===== config.mk =====
export PLATFORM = sky130hd
export DESIGN_NAME = display_command_decoder
export DESIGN_NICKNAME = d
export VERILOG_FILES = /design/src/logic/display_command_decoder.v /design/src/logic/restart_timer.v /design/src/logic/strobe_edge.v
export VERILOG_INCLUDE_DIRS = /design/src /design/src/logic
export SDC_FILE = /design/constraint.sdc
export NUM_CORES = 1
export LEC_CHECK = 0
export BUFFER_PORTS_ARGS = -buffer_cell sky130_fd_sc_hd__buf_2
export CAP_MARGIN = 20
export CORE_MARGIN = 4
export CORE_UTILIZATION = 41
export DETAILED_ROUTE_END_ITERATION = 7
export PLACE_DENSITY = 0.71
export SYNTH_ARGS = -nofsm -noshare
export SYNTH_HDL_FRONTEND = slang
export SYNTH_SLANG_ARGS = --single-unit

===== constraint.sdc =====
create_clock -name mclk_in -period 4.1 [get_ports mclk_in]
set_input_delay 0.615 -clock mclk_in [delete_from_list [all_inputs] [get_ports mclk_in]]
set_output_delay 0.615 -clock mclk_in [all_outputs]
set_load 0.05 [all_outputs]

===== src/logic/display_cmd_consts.vh =====
/*
  Constants for the display command decoder: command codes, field
  positions, software-reset defaults and timing figures.
  Assumes inclusion by bare name from the design files under logic/.
*/
`ifndef DISPLAY_CMD_CONSTS_VH
`define DISPLAY_CMD_CONSTS_VH

// command codes
`define CMD_IDLE_COMMAND       8'h00
`define CMD_SOFT_RESTART       8'h01
`define CMD_IDENTITY_TRIPLE    8'h04
`define CMD_LINK_ERROR_READ    8'h05
`define CMD_FULL_STATUS        8'h09
`define CMD_POWER_STATE        8'h0a
`define CMD_SCAN_ORDER_READ    8'h0b
`define CMD_PIXEL_FORMAT_READ  8'h0c
`define CMD_IMAGE_STATE        8'h0d
`define CMD_SIGNAL_STATE       8'h0e
`define CMD_DIAGNOSTIC         8'h0f
`define CMD_ENTER_SLEEP        8'h10
`define CMD_LEAVE_SLEEP        8'h11
`define CMD_POLARITY_OFF       8'h20
`define CMD_POLARITY_ON        8'h21
`define CMD_PANEL_OFF          8'h28
`define CMD_PANEL_ON           8'h29
`define CMD_PIXEL_WRITE_START  8'h2c
`define CMD_TEAR_DISABLE       8'h34
`define CMD_TEAR_ENABLE        8'h35
`define CMD_SCAN_ORDER_CONTROL 8'h36
`define CMD_REDUCED_OFF        8'h38
`define CMD_REDUCED_ON         8'h39
`define CMD_PIXEL_FORMAT_SEL   8'h3a
`define CMD_PIXEL_WRITE_CONT   8'h3c
`define CMD_TEAR_LINE_WRITE    8'h44
`define CMD_SCAN_LINE_READ     8'h45
`define CMD_TWO_COLOUR_WRITE   8'h90
`define CMD_TWO_COLOUR_READ    8'h91
`define CMD_FIRST_SUM          8'haa
`define CMD_CONTINUED_SUM      8'haf
`define CMD_MAKER_CODE         8'hda
`define CMD_VERSION_CODE       8'hdb
`define CMD_DRIVER_CODE        8'hdc

// parameter counts and read lengths
`define PARAMS_ONE             3'h1
`define PARAMS_TWO             3'h2
`define READS_ONE              3'h1
`define READS_TWO              3'h2
`define READS_THREE            3'h3
`define READS_FOUR             3'h4
`define IDX_FIRST              3'h0
`define IDX_SECOND             3'h1
`define IDX_THIRD              3'h2
`define IDX_FOURTH             3'h3

// software-reset defaults and the full link error count
`define DEF_PIXEL_FORMAT       3'h6
`define DEF_IDLE_COLOUR        3'h7
`define DEF_SCAN_ORDER         3'h0
`define DEF_TEAR_LINE          9'h000
`define DEF_LINK_ERRORS        7'h00
`define LINK_ERRORS_FULL       7'h7f

// field positions in parameter bytes
`define FLD_ORDER_HI           4
`define FLD_ORDER_LO           2
`define FLD_FORMAT_HI          2
`define FLD_LINE_MSB           0
`define FLD_TEAR_MODE          0

`define BYTE_ZERO              8'h00

// timing
`define MCLK_PERIOD_NS         8
`define NS_PER_MS              1000000
`define RESTART_WAIT_MS        5
`define RESTART_CNT_W          20

`endif


===== src/logic/display_command_decoder.v =====
/*
  Command decoder and status readback of a display controller.
  Host writes command bytes (select low) and parameter or pixel bytes
  (select high) on the rising edge of the write strobe, and reads reply
  bytes while the read strobe is low. All host pins are synchronous.
*/
`timescale 1ns/100ps
`include "display_cmd_consts.vh"
module display_command_decoder
#(
  parameter [`RESTART_CNT_W-1:0] RESTART_CYCLES =
    `RESTART_WAIT_MS * `NS_PER_MS / `MCLK_PERIOD_NS,
  parameter [7:0] MAKER_CODE = 8'h5a,   // arbitrary value
  parameter [7:0] VERSION_CODE = 8'h01, // arbitrary value
  parameter [7:0] DRIVER_CODE = 8'h3c   // arbitrary value
)
(
  input wire mclk_in,
  input wire rst_b_in,
  input wire data_command_select_in,
  input wire write_strobe_b_in,
  input wire read_strobe_b_in,
  input wire [7:0] data_in,
  output reg [7:0] data_out,
  output reg data_oe_out,
  input wire link_error_in,
  input wire hsync_active_in,
  input wire vsync_active_in,
  input wire pixclk_active_in,
  input wire data_enable_active_in,
  input wire register_load_result_in,
  input wire function_check_result_in,
  input wire checksum_compare_result_in,
  input wire [7:0] first_sum_in,
  input wire [7:0] continued_sum_in,
  input wire [8:0] scan_line_in,
  output reg awake_out,
  output reg panel_on_out,
  output reg polarity_flip_out,
  output reg reduced_colour_out,
  output reg tear_enable_out,
  output reg tear_mode_out,
  output reg [8:0] tear_line_out,
  output reg [2:0] scan_order_out,
  output reg [2:0] pixel_format_out,
  output reg [2:0] idle_colour_out,
  output reg [7:0] pixel_data_out,
  output reg pixel_valid_out,
  output reg pixel_first_out,
  output wire restart_busy_out
);
  localparam [4:0] ST_IDLE = 5'b00001;
  localparam [4:0] ST_PARAM = 5'b00010;
  localparam [4:0] ST_READ = 5'b00100;
  localparam [4:0] ST_PIXEL = 5'b01000;
  localparam [4:0] ST_HOLD = 5'b10000;

  reg [4:0] state_r;
  reg [4:0] state_nxt;
  reg [7:0] cmd_r;
  reg [2:0] idx_r;
  reg [2:0] limit_r;
  reg pixel_new_r;
  reg [6:0] err_count_r;
  reg err_over_r;
  reg [7:0] reply_byte;
  reg [2:0] limit_nxt;
  reg [4:0] cmd_state;
  wire wr_rise;
  wire rd_rise;
  wire rd_fall;
  wire restart_go;
  wire cmd_take;
  wire param_take;
  wire err_clear;

  strobe_edge wr_edge
  (
    .mclk_in(mclk_in),
    .rst_b_in(rst_b_in),
    .level_in(write_strobe_b_in),
    .rise_out(wr_rise),
    .fall_out()
  );

  strobe_edge rd_edge
  (
    .mclk_in(mclk_in),
    .rst_b_in(rst_b_in),
    .level_in(read_strobe_b_in),
    .rise_out(rd_rise),
    .fall_out(rd_fall)
  );

  restart_timer #(.CYCLES(RESTART_CYCLES)) reload_timer
  (
    .mclk_in(mclk_in),
    .rst_b_in(rst_b_in),
    .start_in(restart_go),
    .busy_out(restart_busy_out)
  );

  // commands are ignored during the reload interval
  assign cmd_take = wr_rise & ~data_command_select_in & ~restart_busy_out;
  assign param_take = wr_rise & data_command_select_in;
  assign restart_go = cmd_take & (data_in == `CMD_SOFT_RESTART);
  assign err_clear = rd_rise & (state_r == ST_READ) &
    (cmd_r == `CMD_LINK_ERROR_READ) & (idx_r == `IDX_FIRST);

  // what a freshly taken command leads to, and how many bytes it owns
  always @*
  begin
    cmd_state = ST_IDLE;
    limit_nxt = 3'h0;
    case (data_in)
      `CMD_TEAR_ENABLE, `CMD_SCAN_ORDER_CONTROL, `CMD_PIXEL_FORMAT_SEL,
      `CMD_TWO_COLOUR_WRITE:
      begin
        cmd_state = ST_PARAM;
        limit_nxt = `PARAMS_ONE;
      end
      `CMD_TEAR_LINE_WRITE:
      begin
        cmd_state = ST_PARAM;
        limit_nxt = `PARAMS_TWO;
      end
      `CMD_PIXEL_WRITE_START, `CMD_PIXEL_WRITE_CONT:
        cmd_state = ST_PIXEL;
      `CMD_IDENTITY_TRIPLE:
      begin
        cmd_state = ST_READ;
        limit_nxt = `READS_THREE;
      end
      `CMD_FULL_STATUS:
      begin
        cmd_state = ST_READ;
        limit_nxt = `READS_FOUR;
      end
      `CMD_SCAN_LINE_READ:
      begin
        cmd_state = ST_READ;
        limit_nxt = `READS_TWO;
      end
      `CMD_LINK_ERROR_READ, `CMD_POWER_STATE, `CMD_SCAN_ORDER_READ,
      `CMD_PIXEL_FORMAT_READ, `CMD_IMAGE_STATE, `CMD_SIGNAL_STATE,
      `CMD_DIAGNOSTIC, `CMD_TWO_COLOUR_READ, `CMD_FIRST_SUM,
      `CMD_CONTINUED_SUM, `CMD_MAKER_CODE, `CMD_VERSION_CODE,
      `CMD_DRIVER_CODE:
      begin
        cmd_state = ST_READ;
        limit_nxt = `READS_ONE;
      end
      default:
        cmd_state = ST_IDLE;
    endcase
  end

  always @*
  begin
    state_nxt = state_r;
    case (state_r)
      ST_IDLE, ST_PARAM, ST_READ, ST_PIXEL, ST_HOLD:
      begin
        if (restart_go)
          state_nxt = ST_HOLD;
        else if (cmd_take)
          state_nxt = cmd_state;
        else if (state_r == ST_HOLD && !restart_busy_out)
          state_nxt = ST_IDLE;
        else
          state_nxt = state_r;
      end
      default:
        state_nxt = ST_IDLE;
    endcase
  end

  // reply byte for the current read position
  always @*
  begin
    reply_byte = `BYTE_ZERO;
    case (cmd_r)
      `CMD_IDENTITY_TRIPLE:
        case (idx_r)
          `IDX_FIRST: reply_byte = MAKER_CODE;
          `IDX_SECOND: reply_byte = VERSION_CODE;
          `IDX_THIRD: reply_byte = DRIVER_CODE;
          default: reply_byte = `BYTE_ZERO;
        endcase
      `CMD_MAKER_CODE: reply_byte = MAKER_CODE;
      `CMD_VERSION_CODE: reply_byte = VERSION_CODE;
      `CMD_DRIVER_CODE: reply_byte = DRIVER_CODE;
      `CMD_LINK_ERROR_READ: reply_byte = {err_over_r, err_count_r};
      `CMD_FULL_STATUS:
        case (idx_r)
          `IDX_FIRST: reply_byte = {awake_out, 3'h0, scan_order_out, 1'b0};
          `IDX_SECOND: reply_byte = {1'b0, pixel_format_out, reduced_colour_out, 1'b0,
            awake_out, 1'b0};
          `IDX_THIRD: reply_byte = {2'h0, polarity_flip_out, 2'h0, panel_on_out,
            tear_enable_out, 1'b0};
          `IDX_FOURTH: reply_byte = {2'h0, tear_mode_out, 5'h00};
          default: reply_byte = `BYTE_ZERO;
        endcase
      `CMD_POWER_STATE:
        reply_byte = {awake_out, reduced_colour_out, 1'b0, awake_out, 1'b0,
          panel_on_out, 2'h0};
      `CMD_SCAN_ORDER_READ: reply_byte = {3'h0, scan_order_out, 2'h0};
      `CMD_PIXEL_FORMAT_READ: reply_byte = {5'h00, pixel_format_out};
      `CMD_IMAGE_STATE: reply_byte = {2'h0, polarity_flip_out, 5'h00};
      `CMD_SIGNAL_STATE:
        reply_byte = {tear_enable_out, tear_mode_out, hsync_active_in,
          vsync_active_in, pixclk_active_in, data_enable_active_in, 1'b0,
          err_over_r | (err_count_r != `DEF_LINK_ERRORS)};
      `CMD_DIAGNOSTIC:
        reply_byte = {register_load_result_in, function_check_result_in, 5'h00,
          checksum_compare_result_in};
      `CMD_SCAN_LINE_READ:
        case (idx_r)
          `IDX_FIRST: reply_byte = {7'h00, scan_line_in[8]};
          `IDX_SECOND: reply_byte = scan_line_in[7:0];
          default: reply_byte = `BYTE_ZERO;
        endcase
      `CMD_TWO_COLOUR_READ: reply_byte = {5'h00, idle_colour_out};
      `CMD_FIRST_SUM: reply_byte = first_sum_in;
      `CMD_CONTINUED_SUM: reply_byte = continued_sum_in;
      default: reply_byte = `BYTE_ZERO;
    endcase
  end

  // sequencing of command, parameter and read bytes
  always @(posedge mclk_in or negedge rst_b_in)
  begin
    if (!rst_b_in)
    begin
      state_r <= ST_IDLE;
      cmd_r <= `CMD_IDLE_COMMAND;
      idx_r <= 3'h0;
      limit_r <= 3'h0;
      pixel_new_r <= 1'b0;
      data_out <= `BYTE_ZERO;
      data_oe_out <= 1'b0;
    end
    else
    begin
      state_r <= state_nxt;
      if (cmd_take)
      begin
        cmd_r <= data_in;
        idx_r <= 3'h0;
        limit_r <= limit_nxt;
        pixel_new_r <= (data_in == `CMD_PIXEL_WRITE_START);
      end
      else if (state_r == ST_PARAM && param_take && idx_r < limit_r)
        idx_r <= idx_r + 1'b1;
      else if (state_r == ST_PIXEL && param_take)
        pixel_new_r <= 1'b0;
      else if (state_r == ST_READ && rd_rise && idx_r < limit_r)
        idx_r <= idx_r + 1'b1;
      if (state_r == ST_READ && rd_fall)
      begin
        data_out <= (idx_r < limit_r) ? reply_byte : `BYTE_ZERO;
        data_oe_out <= 1'b1;
      end
      else if (rd_rise || state_r != ST_READ)
        data_oe_out <= 1'b0;
    end
  end

  // settings; a soft reset restores them (pixel contents lie elsewhere)
  always @(posedge mclk_in or negedge rst_b_in)
  begin
    if (!rst_b_in)
    begin
      awake_out <= 1'b0;
      panel_on_out <= 1'b0;
      polarity_flip_out <= 1'b0;
      reduced_colour_out <= 1'b0;
      tear_enable_out <= 1'b0;
      tear_mode_out <= 1'b0;
      tear_line_out <= `DEF_TEAR_LINE;
      scan_order_out <= `DEF_SCAN_ORDER;
      pixel_format_out <= `DEF_PIXEL_FORMAT;
      idle_colour_out <= `DEF_IDLE_COLOUR;
    end
    else if (restart_go)
    begin
      panel_on_out <= 1'b0;
      awake_out <= 1'b0;
      polarity_flip_out <= 1'b0;
      reduced_colour_out <= 1'b0;
      tear_enable_out <= 1'b0;
      tear_mode_out <= 1'b0;
      tear_line_out <= `DEF_TEAR_LINE;
      scan_order_out <= `DEF_SCAN_ORDER;
      pixel_format_out <= `DEF_PIXEL_FORMAT;
      idle_colour_out <= `DEF_IDLE_COLOUR;
    end
    else if (cmd_take)
    begin
      case (data_in)
        `CMD_ENTER_SLEEP: awake_out <= 1'b0;
        `CMD_LEAVE_SLEEP: awake_out <= 1'b1;
        `CMD_POLARITY_OFF: polarity_flip_out <= 1'b0;
        `CMD_POLARITY_ON: polarity_flip_out <= 1'b1;
        `CMD_PANEL_OFF: panel_on_out <= 1'b0;
        `CMD_PANEL_ON: panel_on_out <= 1'b1;
        `CMD_TEAR_DISABLE: tear_enable_out <= 1'b0;
        `CMD_TEAR_ENABLE: tear_enable_out <= 1'b1;
        `CMD_REDUCED_OFF: reduced_colour_out <= 1'b0;
        `CMD_REDUCED_ON: reduced_colour_out <= 1'b1;
        default: tear_mode_out <= tear_mode_out;
      endcase
    end
    else if (state_r == ST_PARAM && param_take && idx_r < limit_r)
    begin
      case (cmd_r)
        `CMD_TEAR_ENABLE: tear_mode_out <= data_in[`FLD_TEAR_MODE];
        `CMD_SCAN_ORDER_CONTROL:
          scan_order_out <= data_in[`FLD_ORDER_HI:`FLD_ORDER_LO];
        `CMD_PIXEL_FORMAT_SEL:
          pixel_format_out <= data_in[`FLD_FORMAT_HI:0];
        `CMD_TWO_COLOUR_WRITE: idle_colour_out <= data_in[`FLD_FORMAT_HI:0];
        `CMD_TEAR_LINE_WRITE:
          if (idx_r == `IDX_FIRST)
            tear_line_out[8] <= data_in[`FLD_LINE_MSB];
          else
            tear_line_out[7:0] <= data_in;
        default: tear_mode_out <= tear_mode_out;
      endcase
    end
  end

  // pixel stream out
  always @(posedge mclk_in or negedge rst_b_in)
  begin
    if (!rst_b_in)
    begin
      pixel_data_out <= `BYTE_ZERO;
      pixel_valid_out <= 1'b0;
      pixel_first_out <= 1'b0;
    end
    else
    begin
      pixel_valid_out <= (state_r == ST_PIXEL) & param_take;
      if (state_r == ST_PIXEL && param_take)
      begin
        pixel_data_out <= data_in;
        pixel_first_out <= pixel_new_r;
      end
    end
  end

  // link error counter; a new error in the read-clear cycle is counted after the clear
  always @(posedge mclk_in or negedge rst_b_in)
  begin
    if (!rst_b_in)
    begin
      err_count_r <= `DEF_LINK_ERRORS;
      err_over_r <= 1'b0;
    end
    else if (restart_go)
    begin
      err_count_r <= `DEF_LINK_ERRORS;
      err_over_r <= 1'b0;
    end
    else if (link_error_in)
    begin
      if (err_clear)
        err_count_r <= `DEF_LINK_ERRORS + 1'b1;
      else if (err_count_r == `LINK_ERRORS_FULL)
        err_over_r <= 1'b1;
      else
        err_count_r <= err_count_r + 1'b1;
      if (err_clear)
        err_over_r <= 1'b0;
    end
    else if (err_clear)
    begin
      err_count_r <= `DEF_LINK_ERRORS;
      err_over_r <= 1'b0;
    end
  end
endmodule // display_command_decoder


===== src/logic/restart_timer.v =====
/*
  Busy timer for the software-reset reload interval.
  Assumes start_in is a one-cycle pulse; a start while busy restarts it.
*/
`timescale 1ns/100ps
`include "display_cmd_consts.vh"
module restart_timer
#(
  parameter [`RESTART_CNT_W-1:0] CYCLES = 20'd625000
)
(
  input wire mclk_in,
  input wire rst_b_in,
  input wire start_in,
  output reg busy_out
);
  reg [`RESTART_CNT_W-1:0] count_r;

  always @(posedge mclk_in or negedge rst_b_in)
  begin
    if (!rst_b_in)
    begin
      count_r <= {`RESTART_CNT_W{1'b0}};
      busy_out <= 1'b0;
    end
    else if (start_in)
    begin
      count_r <= CYCLES - 1'b1;
      busy_out <= 1'b1;
    end
    else if (count_r != {`RESTART_CNT_W{1'b0}})
      count_r <= count_r - 1'b1;
    else
      busy_out <= 1'b0;
  end
endmodule // restart_timer


===== src/logic/strobe_edge.v =====
/*
  Edge finder for one host strobe level.
  Assumes the strobe is synchronous to mclk_in.
*/
`timescale 1ns/100ps
module strobe_edge
(
  input wire mclk_in,
  input wire rst_b_in,
  input wire level_in,
  output wire rise_out,
  output wire fall_out
);
  reg prev_r;

  // strobes idle high
  always @(posedge mclk_in or negedge rst_b_in)
  begin
    if (!rst_b_in)
      prev_r <= 1'b1;
    else
      prev_r <= level_in;
  end

  assign rise_out = level_in & ~prev_r;
  assign fall_out = ~level_in & prev_r;
endmodule // strobe_edge


==> implementation parameters <==
Parameter                              Value

Run status
  Status    complete, no violations

Synth
  Warning count from the yosys run    0
  #FFs+latches synth    94
  Synth Net Count    705
  Syn Inst Count    649
  Register area share after synthesis    40.26%
  Cell area after synthesis    5867 µm²
  Average cell area after synthesis    9.040 µm²
  Distinct cell type count of the synthesized netlist    79
  Flip-flop cell with the highest count after synthesis    dfrtp_1
  Portion of synthesized cell area occupied by the leading cell type    36.68%
  Number of flops mapped to enable cells by yosys    0
  Share of async-settable or async-resettable flops after synthesis    100.0%
  Top area cells in the synthesized netlist    dfrtp_1 (37%), mux2_2 (4.6%), nand2_1 (4.2%)
  Top cell type by total area after synthesis    dfrtp_1

Final layout
  Post-route design area    6721 µm²
  Area taken by flip-flops and latches    2362 µm²
  Share of the core filled with cells    48.24%
  Nets@finish    775
  P&R area growth vs syn    14.57%
  Area taken by multi-input logic gates    3259 µm²
  Antenna diode count    0
  FILL cells    1310
  Fraction of layout cells with a size suffix above 1    between 20% and 30%

Worst setup path
  Path depth of the worst reg2reg path    4
  Crit end category    flop
  Critical Path RT    4.34 ns
  Startpoint-to-endpoint class of the critical path    flop to flop
  Crit path launch type    flop
  Data arrival time of the critical path    about 3.0 ns
  Slack of the worst reg-to-reg path    1.36 ns
  Top fanout value on the critical path    29
  Critical register-to-register path startpoint    cmd_r[2]
  FF-to-FF End    tear_line_out[6]

Floorplan
  Vertical die dimension    between 100 and 150 µm
  IO Count    90
  Placeable Area    13930 µm²
  Initial cell density of the core    a little over two fifths
  Horizontal extent of the die    127.6 µm
  Die area    approximately 16000 µm²
  Total number of placement rows    43

Min path
  Start point of the worst min-delay path    write_strobe_b_in
  Kind of path behind the tightest hold check    primary input to flop
  Number of cells on the worst hold path    1
  Hold Crit Endpoint    wr_edge.prev_r

Timing
  Post-route setup TNS    0 ns
  Headroom to the max-slew limit    38.51%
  Worst Tran Pin Value    0.9223 ns
  Share of the clock period used by the worst path after layout    66.89%
  Maximum clock rate    0.3646 GHz
  RSZ-0062 raised after global routing    no
  Crit path time final    2.742 ns
  Worst hold slack across all endpoints    0.3749 ns
  Final Hold Violating Endpoints    0
  Final setup violation count    0
  Final worst clock skew    0.01159 ns
  Final slew viol count    0

Job
  Number of violations of the max-capacitance limit    0

Clock tree
  Maximum root-to-sink buffer count    2
  Post-CTS setup buffer count    0
  CTS tree    built
  Hold buffers post-CTS    0
  Root buf cell    clkbuf_16
  Insertion delay to the later sink of the worst-skew pair    between 0.3 and 0.4 ns
  Clock sinks    94
  CTS clk-pin slew, worst paths    approximately 0.07 ns
  Post-cts repair resize count    0
  Maximum level of the CTS H-tree    3
  CTS buffer count    9

GRT
  Largest net degree at the start of global routing    74
  First-pass GRT wire length    around 29000 µm
  Vias in the first global route    5367
  GRT Residual Overflow    0
  Total routing resource utilization after global routing    between 20 and 25%
  Initial antenna violation count    0

Placement
  Estimated wirelength of the detail-placed design    about 13000 µm
  Count of buffers inserted at the top-level ports    89
  Placed inst area    6437 µm²
  Placer congestion estimate    0.9590

Routing
  Wire length after detailed routing    17670 µm
  Initial DRC count    504
  Router iterations before antenna repair    7
  Post-detailed-route count of antenna-violating nets    0
  Via count    5557
  DR WL/cell    19.54 µm
  Post-detailed-route via-to-cell ratio    6.147
  Count of unresolved DRC violations after routing    0

Power
  Static power due to leakage    2.880 nW
  Total power per unit cell area    302.8 nW/µm²
  Worst vdd rail ir drop    197.1 µV
per-layer routing:
metal  wire (µm)  global-route usage, %  share of wire [%]  vias to the layer above
li1            -                      -                  -                     2572
met1        7847                  30.48                 44                     2643
met2        7772                  33.76                 44                      297
met3        1512                  3.972                8.6                       45
met4         533                  9.114                3.0                        0
met5           0                      0                  0                        -
placed cells by master, fill, tap and decap left out, types with 6 or more instances in the layout:
cell type   n
nor3_1     24
nand4b_1    9
buf_4       8
mux2_2     24
xor2_1      6
clkbuf_16   9
dfstp_2     8
dfrtp_1    86
nand2_1    65
mux2i_1     8
o21ai_0    26
nand4_1    21
nor4_1     10
a2111oi_0   6
a211oi_1    7
a21oi_1    32
buf_2      88
nand3_1    30
a31oi_1     9
or4_1       8
xnor2_1     7
nand2b_1   10
ha_1       10
inv_1      24
nor2_1     47
and3_1      6
a22oi_1     8
nor2b_1    13
cell type report:
cell class	count	share of cell area, %
multi-input cells	494	48.49
well taps	180	3.351
flip-flops and latches	94	35.15
repair buffers	96	7.446
clock buffers	11	3.611
clock inverters	5	0.6143
inverters	24	1.340
worst max path at each step:
stage | startpoint | end | slack (ns) | depth (start not counted)
6_report | cmd_r[2] | tear_line_out[6] | 1.36 | 4
3_5_place_dp | data_in[5] | tear_line_out[5] | 1.14 | 6
5_1_grt | cmd_r[2] | tear_line_out[1] | 1.18 | 4
3_3_place_gp | data_in[5] | tear_line_out[7] | 1.23 | 6
4_1_cts | cmd_r[2] | tear_line_out[6] | 1.40 | 4
2_1_floorplan | data_in[5] | idle_colour_out[0] | 1.75 | 6
registers in the layout, summed over array words and instances, names as in the netlist, 3 cells and up:
register / cells
tear_line_out: 9
pixel_format_out: 3
limit_r: 3
data_out: 8
reload_timer.count_r: 20
idx_r: 3
cmd_r: 8
err_count_r: 7
scan_order_out: 3
state_r: 5
idle_colour_out: 3
pixel_data_out: 8
report_power, final:
| group | switching, mW | internal [mW] | leakage [nW] |
|---|---|---|---|
| logic | 0.119 | 0.0793 | 1.58 |
| clock network | 0.385 | 0.434 | 0.133 |
| registers | 0.0605 | 0.958 | 1.16 |
synth_stat cells (5+ instances only):
cell type  count
nand3b_1       5
xor2_1         6
dfstp_2        8
inv_1         24
a22oi_1        8
nor2b_1       13
or4_1          8
nor2_1        47
nor3b_1        5
dfrtp_1       86
nor3_1        24
nand4b_1       9
or2_2          5
nor4_1        10
nand4_1       21
or3b_2         5
a31oi_1        9
nand2_1       65
a2111oi_0      6
xnor2_1        7
o21ai_0       26
ha_1          10
mux2_2        24
o31ai_1        5
and3_1         6
a21oi_1       32
o211ai_1       5
nand3_1       30
nand2b_1      10
a211oi_1       7
buf_2          7
mux2i_1        8
clkbuf_1      27
per-stage QoR:
step | std cells | total power, mW | worst slack [ns]
2_1_floorplan | 649 | 1.139 | 1.747
3_3_place_gp | 888 | 1.225 | 1.228
3_5_place_dp | 888 | 1.233 | 1.145
4_1_cts | 904 | 2.053 | 1.396
5_1_grt | 904 | 2.118 | 1.181
6_report | 904 | 2.035 | 1.358
worst max-delay path, stage by stage (launching register included):
cell and delay [ns]:
dfrtp_1 0.91, nor4b_1 0.61, nand4_1 0.27, o21ai_2 0.44, mux2_2 0.39
logic make-up after synthesis:
group	synth area share [%]
adders and majority gates	2.133
muxes	5.971
DFF	40.26
xor gates and xnor gates	1.941
AOI/OAI and AO/OA	15.78
and+or+nand+nor	29.73
buffers and inverters	4.180
(Power assumes the default switching activity.)
